File: src/logic/sbcr_consts.svh
// Constants of the serial boot command responder: codes, reply positions, tables.
// Assumes inclusion by the responder module only; definitions only.
`ifndef SBCR_CONSTS_SVH
`define SBCR_CONSTS_SVH

// Operation command codes
`define SBCR_CMD_RAM 8'h10
`define SBCR_CMD_SUM 8'h20
`define SBCR_CMD_INFO 8'h30
`define SBCR_CMD_ERASE 8'h40

// Acknowledge codes
`define SBCR_ACK_UART 8'h86
`define SBCR_NIB_RXERR 4'h8
`define SBCR_NIB_CMDERR 4'h1
`define SBCR_ACK_CK_RXERR 8'h18
`define SBCR_ACK_CK_BAD 8'h11
`define SBCR_ACK_CK_OK 8'h10
`define SBCR_ERASE_OK 8'h4f
`define SBCR_ERASE_FAIL 8'h4c
`define SBCR_ERASE_ACK_OK 8'hb1
`define SBCR_ERASE_ACK_FAIL 8'hb4

// Product information reply byte positions
`define SBCR_POS_FIRST 7'd5
`define SBCR_POS_NAME 7'd9
`define SBCR_POS_ADDR 7'd21
`define SBCR_POS_DUMMY 7'd37
`define SBCR_POS_GEOM 7'd47
`define SBCR_POS_CKSUM 7'd84

// Password exchange positions
`define SBCR_POS_PW_LAST 7'd16
`define SBCR_POS_PW_CKSUM 7'd17

// Bytes 21..36, byte 21 in the low bits
`define SBCR_TBL_ADDR 128'h000083ff00006bff000004000008fef4
// Bytes 47..83, byte 47 in the low bits
`define SBCR_TBL_GEOM {72'h02000010000008c000, 72'h020000700000070000, \
  72'h060000800000010000, 16'h000a, 32'h0008ffff, 32'h00010000}

`endif

File: src/logic/sbcr_pkg.sv
// Types of the serial boot command responder.
// Assumes nothing of its surroundings.
package sbcr_pkg;

  typedef enum logic [2:0] {
    SBCR_ST_DETECT = 3'b000,
    SBCR_ST_ACK86 = 3'b001,
    SBCR_ST_CMD = 3'b011,
    SBCR_ST_INFO = 3'b010,
    SBCR_ST_PWD = 3'b110,
    SBCR_ST_ERASE = 3'b111,
    SBCR_ST_ERST = 3'b101,
    SBCR_ST_ERACK = 3'b100
  } sbcr_state_t;

  typedef struct packed {
    sbcr_state_t state;
    logic [2:0] sync;
    logic lvl;
    logic [15:0] timer;
    logic [1:0] edge_cnt;
    logic [15:0] t_a;
    logic [15:0] t_b;
    logic [15:0] t_c;
    logic [6:0] idx;
    logic [7:0] sum;
    logic pw_bad;
    logic rx_bad;
    logic er_ok;
    logic [7:0] last_cmd;
    logic tx_valid;
    logic [7:0] tx_data;
    logic erase_req;
    logic ram_go;
    logic sum_go;
    logic uart_mode;
    logic [12:0] bit_period;
  } sbcr_regs_t;

endpackage

File: src/logic/sbcr_responder.sv
// Serial boot command responder: baud detection, command decode, acknowledges,
// product information reply, password check and erase sequencing.
// Assumes an external UART receiver/transmitter on clk that moves whole bytes,
// and a flash controller that performs the whole-chip erase.
`timescale 1ns/1ps
`include "sbcr_consts.svh"

module sbcr_responder import sbcr_pkg::*; #(
  parameter logic [15:0] SPAN_MIN = 16'h0050,
  parameter logic [15:0] SPAN_MAX = 16'hfff0,
  // Arbitrary product name, first byte in the low bits
  parameter logic [95:0] PRODUCT_NAME = 96'h3030_4543_4956_4544_544f_4f42
) (
  // Clock and reset
  input wire logic clk,
  input wire logic rst_b,
  // Receive pin, timed during detection
  input wire logic rxd,
  // Received bytes from the UART
  input wire logic rx_valid,
  input wire logic [7:0] rx_data,
  input wire logic rx_err,
  // Bytes to the UART transmitter
  output logic tx_valid,
  output logic [7:0] tx_data,
  input wire logic tx_ready,
  // Detected link setup
  output logic uart_mode,
  output logic [12:0] bit_period,
  // Flash contents used by the protocol
  input wire logic [31:0] flash_id,
  input wire logic [95:0] flash_password,
  // Erase handshake
  output logic erase_req,
  input wire logic erase_done,
  input wire logic erase_ok,
  // Hand-off to command bodies handled elsewhere
  output logic ram_go,
  output logic sum_go
);

  sbcr_regs_t r_reg;
  sbcr_regs_t r_next;

  logic edge_seen;
  logic tx_free;
  logic [15:0] low_first;
  logic [15:0] low_second;
  logic [15:0] span;
  logic [7:0] pw_byte;
  logic [7:0] info_b;

  ////////////////////////////////////////////////////////////////////////////
  // Product information reply content
  function automatic logic [7:0] info_byte(input logic [6:0] i, input logic [31:0] id,
                                           input logic [7:0] s);
    logic [6:0] k;
    logic [7:0] b;
    k = 7'd0;
    b = 8'h00;
    if (i < `SBCR_POS_NAME) begin
      k = i - `SBCR_POS_FIRST;
      b = 8'(id >> {k[1:0], 3'b000});
    end else if (i < `SBCR_POS_ADDR) begin
      k = i - `SBCR_POS_NAME;
      b = 8'(PRODUCT_NAME >> {k[3:0], 3'b000});
    end else if (i < `SBCR_POS_DUMMY) begin
      k = i - `SBCR_POS_ADDR;
      b = 8'(`SBCR_TBL_ADDR >> {k[3:0], 3'b000});
    end else if (i < `SBCR_POS_GEOM) begin
      b = 8'h00;
    end else if (i < `SBCR_POS_CKSUM) begin
      k = i - `SBCR_POS_GEOM;
      b = 8'(`SBCR_TBL_GEOM >> {k[5:0], 3'b000});
    end else begin
      b = 8'h00 - s;
    end
    return b;
  endfunction

  ////////////////////////////////////////////////////////////////////////////
  // Next-state logic
  always_comb begin
    r_next = r_reg;
    r_next.ram_go = 1'b0;
    r_next.sum_go = 1'b0;
    r_next.sync = {r_reg.sync[1:0], rxd};
    r_next.timer = r_reg.timer + 16'h0001;
    edge_seen = (r_reg.sync[1] == r_reg.sync[2]) && (r_reg.sync[2] != r_reg.lvl);
    if (edge_seen) begin
      r_next.lvl = r_reg.sync[2];
    end
    if (r_reg.tx_valid && tx_ready) begin
      r_next.tx_valid = 1'b0;
    end
    tx_free = !r_reg.tx_valid;
    low_first = r_reg.t_b - r_reg.t_a;
    low_second = r_reg.timer - r_reg.t_c;
    span = r_reg.timer - r_reg.t_a;
    pw_byte = 8'(flash_password >> {r_reg.idx[3:0] - 4'd5, 3'b000});
    info_b = info_byte(r_reg.idx, flash_id, r_reg.sum);
    unique case (r_reg.state)
      SBCR_ST_DETECT: begin
        if (edge_seen) begin
          unique case (r_reg.edge_cnt)
            2'd0: begin
              if (!r_reg.sync[2]) begin
                r_next.t_a = r_reg.timer;
                r_next.edge_cnt = 2'd1;
              end
            end
            2'd1: begin
              r_next.t_b = r_reg.timer;
              r_next.edge_cnt = 2'd2;
            end
            2'd2: begin
              r_next.t_c = r_reg.timer;
              r_next.edge_cnt = 2'd3;
            end
            2'd3: begin
              r_next.edge_cnt = 2'd0;
              if (low_first < low_second && span >= SPAN_MIN && span <= SPAN_MAX) begin
                r_next.uart_mode = 1'b1;
                r_next.bit_period = span[15:3];
                r_next.state = SBCR_ST_ACK86;
              end
            end
          endcase
        end
      end
      SBCR_ST_ACK86: begin
        if (tx_free) begin
          r_next.tx_valid = 1'b1;
          r_next.tx_data = `SBCR_ACK_UART;
          r_next.state = SBCR_ST_CMD;
        end
      end
      SBCR_ST_CMD: begin
        if (rx_valid) begin
          r_next.tx_valid = 1'b1;
          r_next.idx = `SBCR_POS_FIRST;
          r_next.sum = 8'h00;
          r_next.pw_bad = 1'b0;
          r_next.rx_bad = 1'b0;
          if (rx_err) begin
            r_next.tx_data = {r_reg.last_cmd[7:4], `SBCR_NIB_RXERR};
          end else begin
            r_next.last_cmd = rx_data;
            r_next.tx_data = rx_data;
            unique case (rx_data)
              `SBCR_CMD_RAM: r_next.state = SBCR_ST_PWD;
              `SBCR_CMD_SUM: r_next.sum_go = 1'b1;
              `SBCR_CMD_INFO: r_next.state = SBCR_ST_INFO;
              `SBCR_CMD_ERASE: begin
                r_next.erase_req = 1'b1;
                r_next.state = SBCR_ST_ERASE;
              end
              default: r_next.tx_data = {rx_data[7:4], `SBCR_NIB_CMDERR};
            endcase
          end
        end
      end
      SBCR_ST_INFO: begin
        if (tx_free) begin
          r_next.tx_valid = 1'b1;
          r_next.tx_data = info_b;
          r_next.sum = r_reg.sum + info_b;
          r_next.idx = r_reg.idx + 7'd1;
          if (r_reg.idx == `SBCR_POS_CKSUM) begin
            r_next.state = SBCR_ST_CMD;
          end
        end
      end
      SBCR_ST_PWD: begin
        if (rx_valid) begin
          r_next.rx_bad = r_reg.rx_bad | rx_err;
          r_next.sum = r_reg.sum + rx_data;
          r_next.idx = r_reg.idx + 7'd1;
          if (r_reg.idx <= `SBCR_POS_PW_LAST && rx_data != pw_byte) begin
            r_next.pw_bad = 1'b1;
          end
          if (r_reg.idx == `SBCR_POS_PW_CKSUM) begin
            r_next.tx_valid = 1'b1;
            r_next.state = SBCR_ST_CMD;
            if (r_reg.rx_bad || rx_err) begin
              r_next.tx_data = `SBCR_ACK_CK_RXERR;
            end else if (r_reg.pw_bad || (r_reg.sum + rx_data) != 8'h00) begin
              r_next.tx_data = `SBCR_ACK_CK_BAD;
            end else begin
              r_next.tx_data = `SBCR_ACK_CK_OK;
              r_next.ram_go = 1'b1;
            end
          end
        end
      end
      SBCR_ST_ERASE: begin
        if (erase_done) begin
          r_next.erase_req = 1'b0;
          r_next.er_ok = erase_ok;
          r_next.state = SBCR_ST_ERST;
        end
      end
      SBCR_ST_ERST: begin
        if (tx_free) begin
          r_next.tx_valid = 1'b1;
          r_next.tx_data = r_reg.er_ok ? `SBCR_ERASE_OK : `SBCR_ERASE_FAIL;
          r_next.state = SBCR_ST_ERACK;
        end
      end
      SBCR_ST_ERACK: begin
        if (tx_free) begin
          r_next.tx_valid = 1'b1;
          r_next.tx_data = r_reg.er_ok ? `SBCR_ERASE_ACK_OK : `SBCR_ERASE_ACK_FAIL;
          r_next.state = SBCR_ST_CMD;
        end
      end
    endcase
  end

  ////////////////////////////////////////////////////////////////////////////
  // State register
  always_ff @(posedge clk) begin
    if (!rst_b) begin
      r_reg <= '{state: SBCR_ST_DETECT, sync: 3'b111, lvl: 1'b1, default: '0};
    end else begin
      r_reg <= r_next;
    end
  end

  assign tx_valid = r_reg.tx_valid;
  assign tx_data = r_reg.tx_data;
  assign uart_mode = r_reg.uart_mode;
  assign bit_period = r_reg.bit_period;
  assign erase_req = r_reg.erase_req;
  assign ram_go = r_reg.ram_go;
  assign sum_go = r_reg.sum_go;

endmodule

File: config.mk
export PLATFORM = sky130hd
export DESIGN_NAME = sbcr_responder
export DESIGN_NICKNAME = d
export VERILOG_FILES = /design/src/logic/sbcr_pkg.sv /design/src/logic/sbcr_responder.sv
export VERILOG_INCLUDE_DIRS = /design/src /design/src/logic
export SDC_FILE = /design/constraint.sdc
export NUM_CORES = 1
export LEC_CHECK = 0
export ABC_AREA = 1
export BUFFER_PORTS_ARGS = -buffer_cell sky130_fd_sc_hd__clkbuf_2
export CAP_MARGIN = 15
export CELL_PAD_IN_SITES_DETAIL_PLACEMENT = 1
export CELL_PAD_IN_SITES_GLOBAL_PLACEMENT = 1
export CORE_MARGIN = 10
export CORE_UTILIZATION = 42
export DETAILED_ROUTE_END_ITERATION = 10
export PLACE_DENSITY = 0.95
export SLEW_MARGIN = 20
export SYNTH_ARGS = -nofsm -noshare
export SYNTH_HDL_FRONTEND = slang
export SYNTH_SLANG_ARGS = --single-unit
File: constraint.sdc
create_clock -name clk -period 6 [get_ports clk]
set_input_delay 0.6 -clock clk [delete_from_list [all_inputs] [get_ports clk]]
set_output_delay 0.6 -clock clk [all_outputs]
set_load 0.01 [all_outputs]
==> metrics.md <==
| Metric | Value |
|---|---|
| Most numerous cell in the Yosys netlist | `nand2_1` |
| Initial DRC count | `1,051` |
| Setup repair bufs after CTS | `0` |
| Max reg flops | `93` |
| CP dominant cell by count | `nor2_1` |
| Worst-margin pin slew | `1.04 ns` |
| CP cell instances | `inv_1 > ha_1 > inv_1 > fa_1 > nand3_1 > nand2_1 > a21oi_1 > nor2_1 > o22ai_1 > o21ai_0 > a21oi_1 > nor2_1 > nor2_1 > xor2_1 > ha_1 > nand2_1 > nor2_1 > a211oi_1 > o21ai_0 > a21oi_1 > nand4_4 > or2_2 > a21oi_2` |
| Worst setup SP type | `register` |
| Cell Area, Synth | `0.0109 mm^2` |
| Filler Cell Count | `3,438` |
| Warnings from Yosys | `0` |
| Commonest cells in the netlist | `370 x nand2_1, 208 x inv_1, 177 x a21oi_1` |
| Fmax | `194 MHz` |
| Number of cells on the worst reg-to-reg path | `23` |
| Tot Pwr | `2200 uW` |
| Drc violations | `0` |
| CP Capture Point | `bit_period[6]$_SDFFE_PN0P_` |
| Root Buffer | `clkbuf_16` |
| H-tree levels | `4` |
| HP Class | `in -> reg` |
| R2r setup slk | `0.85 ns` |
| Critical path type | `reg -> reg` |
| HPWL after detailed placement | `31,500 um` |
| CP max-delay cell | `nand4_4` |
| Status | `complete, no violations` |
| Crit share post-route | `85.9%` |
| Share of layout cells above drive strength 1 | `14.4%` |
| Async SR Flop Fraction | `0%` |
| Final core utilization | `48.7%` |
| # placed instances | `2,129` |
| Ys flop type | `dfxtp_1` |
| Vias in the first global route | `13,500` |
| Yosys cell types | `57` |
| Multi-input logic area | `0.00722 mm^2` |
| CTS tree | `done` |
| Aggregate global-route resource usage | `26.1%` |
| Maximum VDD drop | `0.183 mV` |
| RSZ-0062 raised after global routing | `false` |
| Reg2reg start | `r_reg[102]$_SDFF_PN0_` |
| CP arrival | `5.52 ns` |
| Starting Density | `42.9%` |
| I/O pin total | `170` |
| Vias/cell | `5.82` |
| Register Area | `0.00242 mm^2` |
| Final setup skew | `0.0125 ns` |
| IO Port Bufs | `169` |
| Worst-path fanout max | `27` |
| Cell Rows | `58` |
| Initial antenna violation count | `0` |
| Number of inserted diodes | `0` |
| Routed via count | `12,600` |
| PostCTS Resize Cnt | `0` |
| First-pass GRT wire length | `70,700 um` |
| Layout Area Growth over Synthesis | `13.5%` |
| Sequential area share after synthesis | `22.3%` |
| Post-DRT Antenna Nets | `0` |
| Core outline area | `0.0253 mm^2` |
| Gpl congestion | `0.935` |
| Worst reg2reg endpoint | `bit_period[6]$_SDFFE_PN0P_` |
| Crit end category | `register` |
| P per Cell Area | `179 mW/mm^2` |
| Share of the synthesized area in the top cell type | `22.3%` |
| Post-route insts no fill | `2,160` |
| Relative max-transition margin | `30.9%` |
| Worst-path clk slew | `0.06 ns` |
| Die Wd | `181 um` |
| Clock tree buffer depth | `2` |
| Max incr delay on CP | `0.54 ns` |
| Pins Over Slew Limit | `0` |
| CP Launch Point | `r_reg[102]$_SDFF_PN0_` |
| Largest net degree at the start of global routing | `75` |
| CTS Buf Count | `17` |
| Die height | `181 um` |
| Post-Syn Instances | `1,700` |
| Number of synthesized flops with an enable pin | `0` |
| Setup TNS Final | `0 ns` |
| Top cell type by total area after synthesis | `dfxtp_1` |
| Die area | `0.0327 mm^2` |
| Avg WL per Cell | `20.6 um` |
| Max Cap Viol | `0` |
| Worst Path Required | `6.37 ns` |
| Net count, final | `2,056` |
| CTS Hold Buffers Added | `0` |
| Synthesized flop and latch total | `121` |
| Top post-synthesis cells by area | `dfxtp_1 22%, nand2_1 13%, ha_1 10%` |
| LEAKAGE | `0.00589 uW` |
| Final setup violation count | `0` |
| Detailed Route WL | `44,500 um` |
| Crit path time final | `5.15 ns` |
| Final hold violations | `0` |
| GRT Residual Overflow | `0` |
| Average size of a mapped cell | `6.40 um^2` |
| Clock Latency Late Sink | `0.44 ns` |
| Syn nets | `1,938` |
| CTS Sinks | `121` |
| DR pass1 iterations | `7` |
## critical path: cells and delay by family (launching register included)
kind | cells | cell delay, ns
AOI/OAI and AO/OA | 8 | 1.79
and+or+nand+nor | 9 | 1.71
adders and majority gates | 3 | 0.87
DFF | 1 | 0.35
buffers and inverters | 2 | 0.19
xor gates and xnor gates | 1 | 0.18
## power breakdown
group	internal, uW	total (uW)	switching (uW)	leakage, uW
clock	639	1050	410	0.000279
combinational	126	345	218	0.00463
sequential	807	811	4.57	0.000976
## layout make-up
class                           instances  area share (%)
Inverter                              222            6.75
Tap cell                              330            3.35
Multi-Input combinational cell       1283            58.5
Sequential cell                       121            19.6
Clock inverter                          8           0.771
Clock buffer                           23            3.87
Timing Repair Buffer                  173            7.10
## cell usage in the layout (no fill, tap or decap), drive strengths merged, types with 2 or more instances in the layout
| cell type | count |
|---|---|
| o41ai | 2 |
| nand3 | 116 |
| xnor2 | 17 |
| o31ai | 4 |
| a221oi | 4 |
| xor2 | 44 |
| bufinv | 2 |
| and2 | 6 |
| o21ai | 140 |
| a211oi | 12 |
| a22oi | 5 |
| nand2 | 379 |
| nor4 | 9 |
| clkbuf | 192 |
| o2111ai | 2 |
| or2 | 9 |
| o22ai | 12 |
| o221ai | 2 |
| nor2 | 144 |
| a31oi | 6 |
| buf | 4 |
| nor3 | 25 |
| inv | 221 |
| dfxtp | 121 |
| clkinv | 5 |
| a31o | 2 |
| nand4 | 22 |
| mux2i | 16 |
| o21bai | 3 |
| a21oi | 188 |
| fa | 5 |
| o211ai | 10 |
| a21boi | 4 |
| ha | 89 |
| clkinvlp | 2 |
## per-stage QoR
step / hold slack (ns) / setup slack [ns] / instance area [um^2]
2_1_floorplan: 0.393 / 2.08 / 10900
3_3_place_gp: 0.395 / 1.49 / 11800
3_5_place_dp: 0.418 / 1.18 / 11800
4_1_cts: 0.337 / 0.941 / 12300
5_1_grt: 0.348 / 0.590 / 12300
6_report: 0.346 / 0.847 / 12300
## worst min-delay path by stage
stage	from	end	slack [ns]	cells after the start
finish	rxd	r_next[120]$_SDFF_PN1_	0.35	2
global route	rxd	r_next[120]$_SDFF_PN1_	0.35	2
global placement	r_next[120]$_SDFF_PN1_	r_next[121]$_SDFF_PN1_	0.39	1
detailed placement	r_next[120]$_SDFF_PN1_	r_next[121]$_SDFF_PN1_	0.42	1
floorplan	r_next[120]$_SDFF_PN1_	r_next[121]$_SDFF_PN1_	0.39	1
CTS	rxd	r_next[120]$_SDFF_PN1_	0.34	2
## routing by layer
metal / track usage [%] / routed length (um) / vias up
met2: 46.4 / 22500 / 472
met4: 13.7 / 1930 / 0
met3: 5.03 / 2340 / 131
met5: 0 / 0 / -
met1: 28.9 / 17800 / 6094
li1: - / - / 5866
## cell families after synthesis
kind of cell | synth area share [%]
compound gates | 20.4
fa+ha+maj | 11.2
buf+inv | 11.4
mux | 1.47
xor+xnor | 5.12
flops | 22.3
simple gates | 28.2
Power figures use the tool's default switching activity.
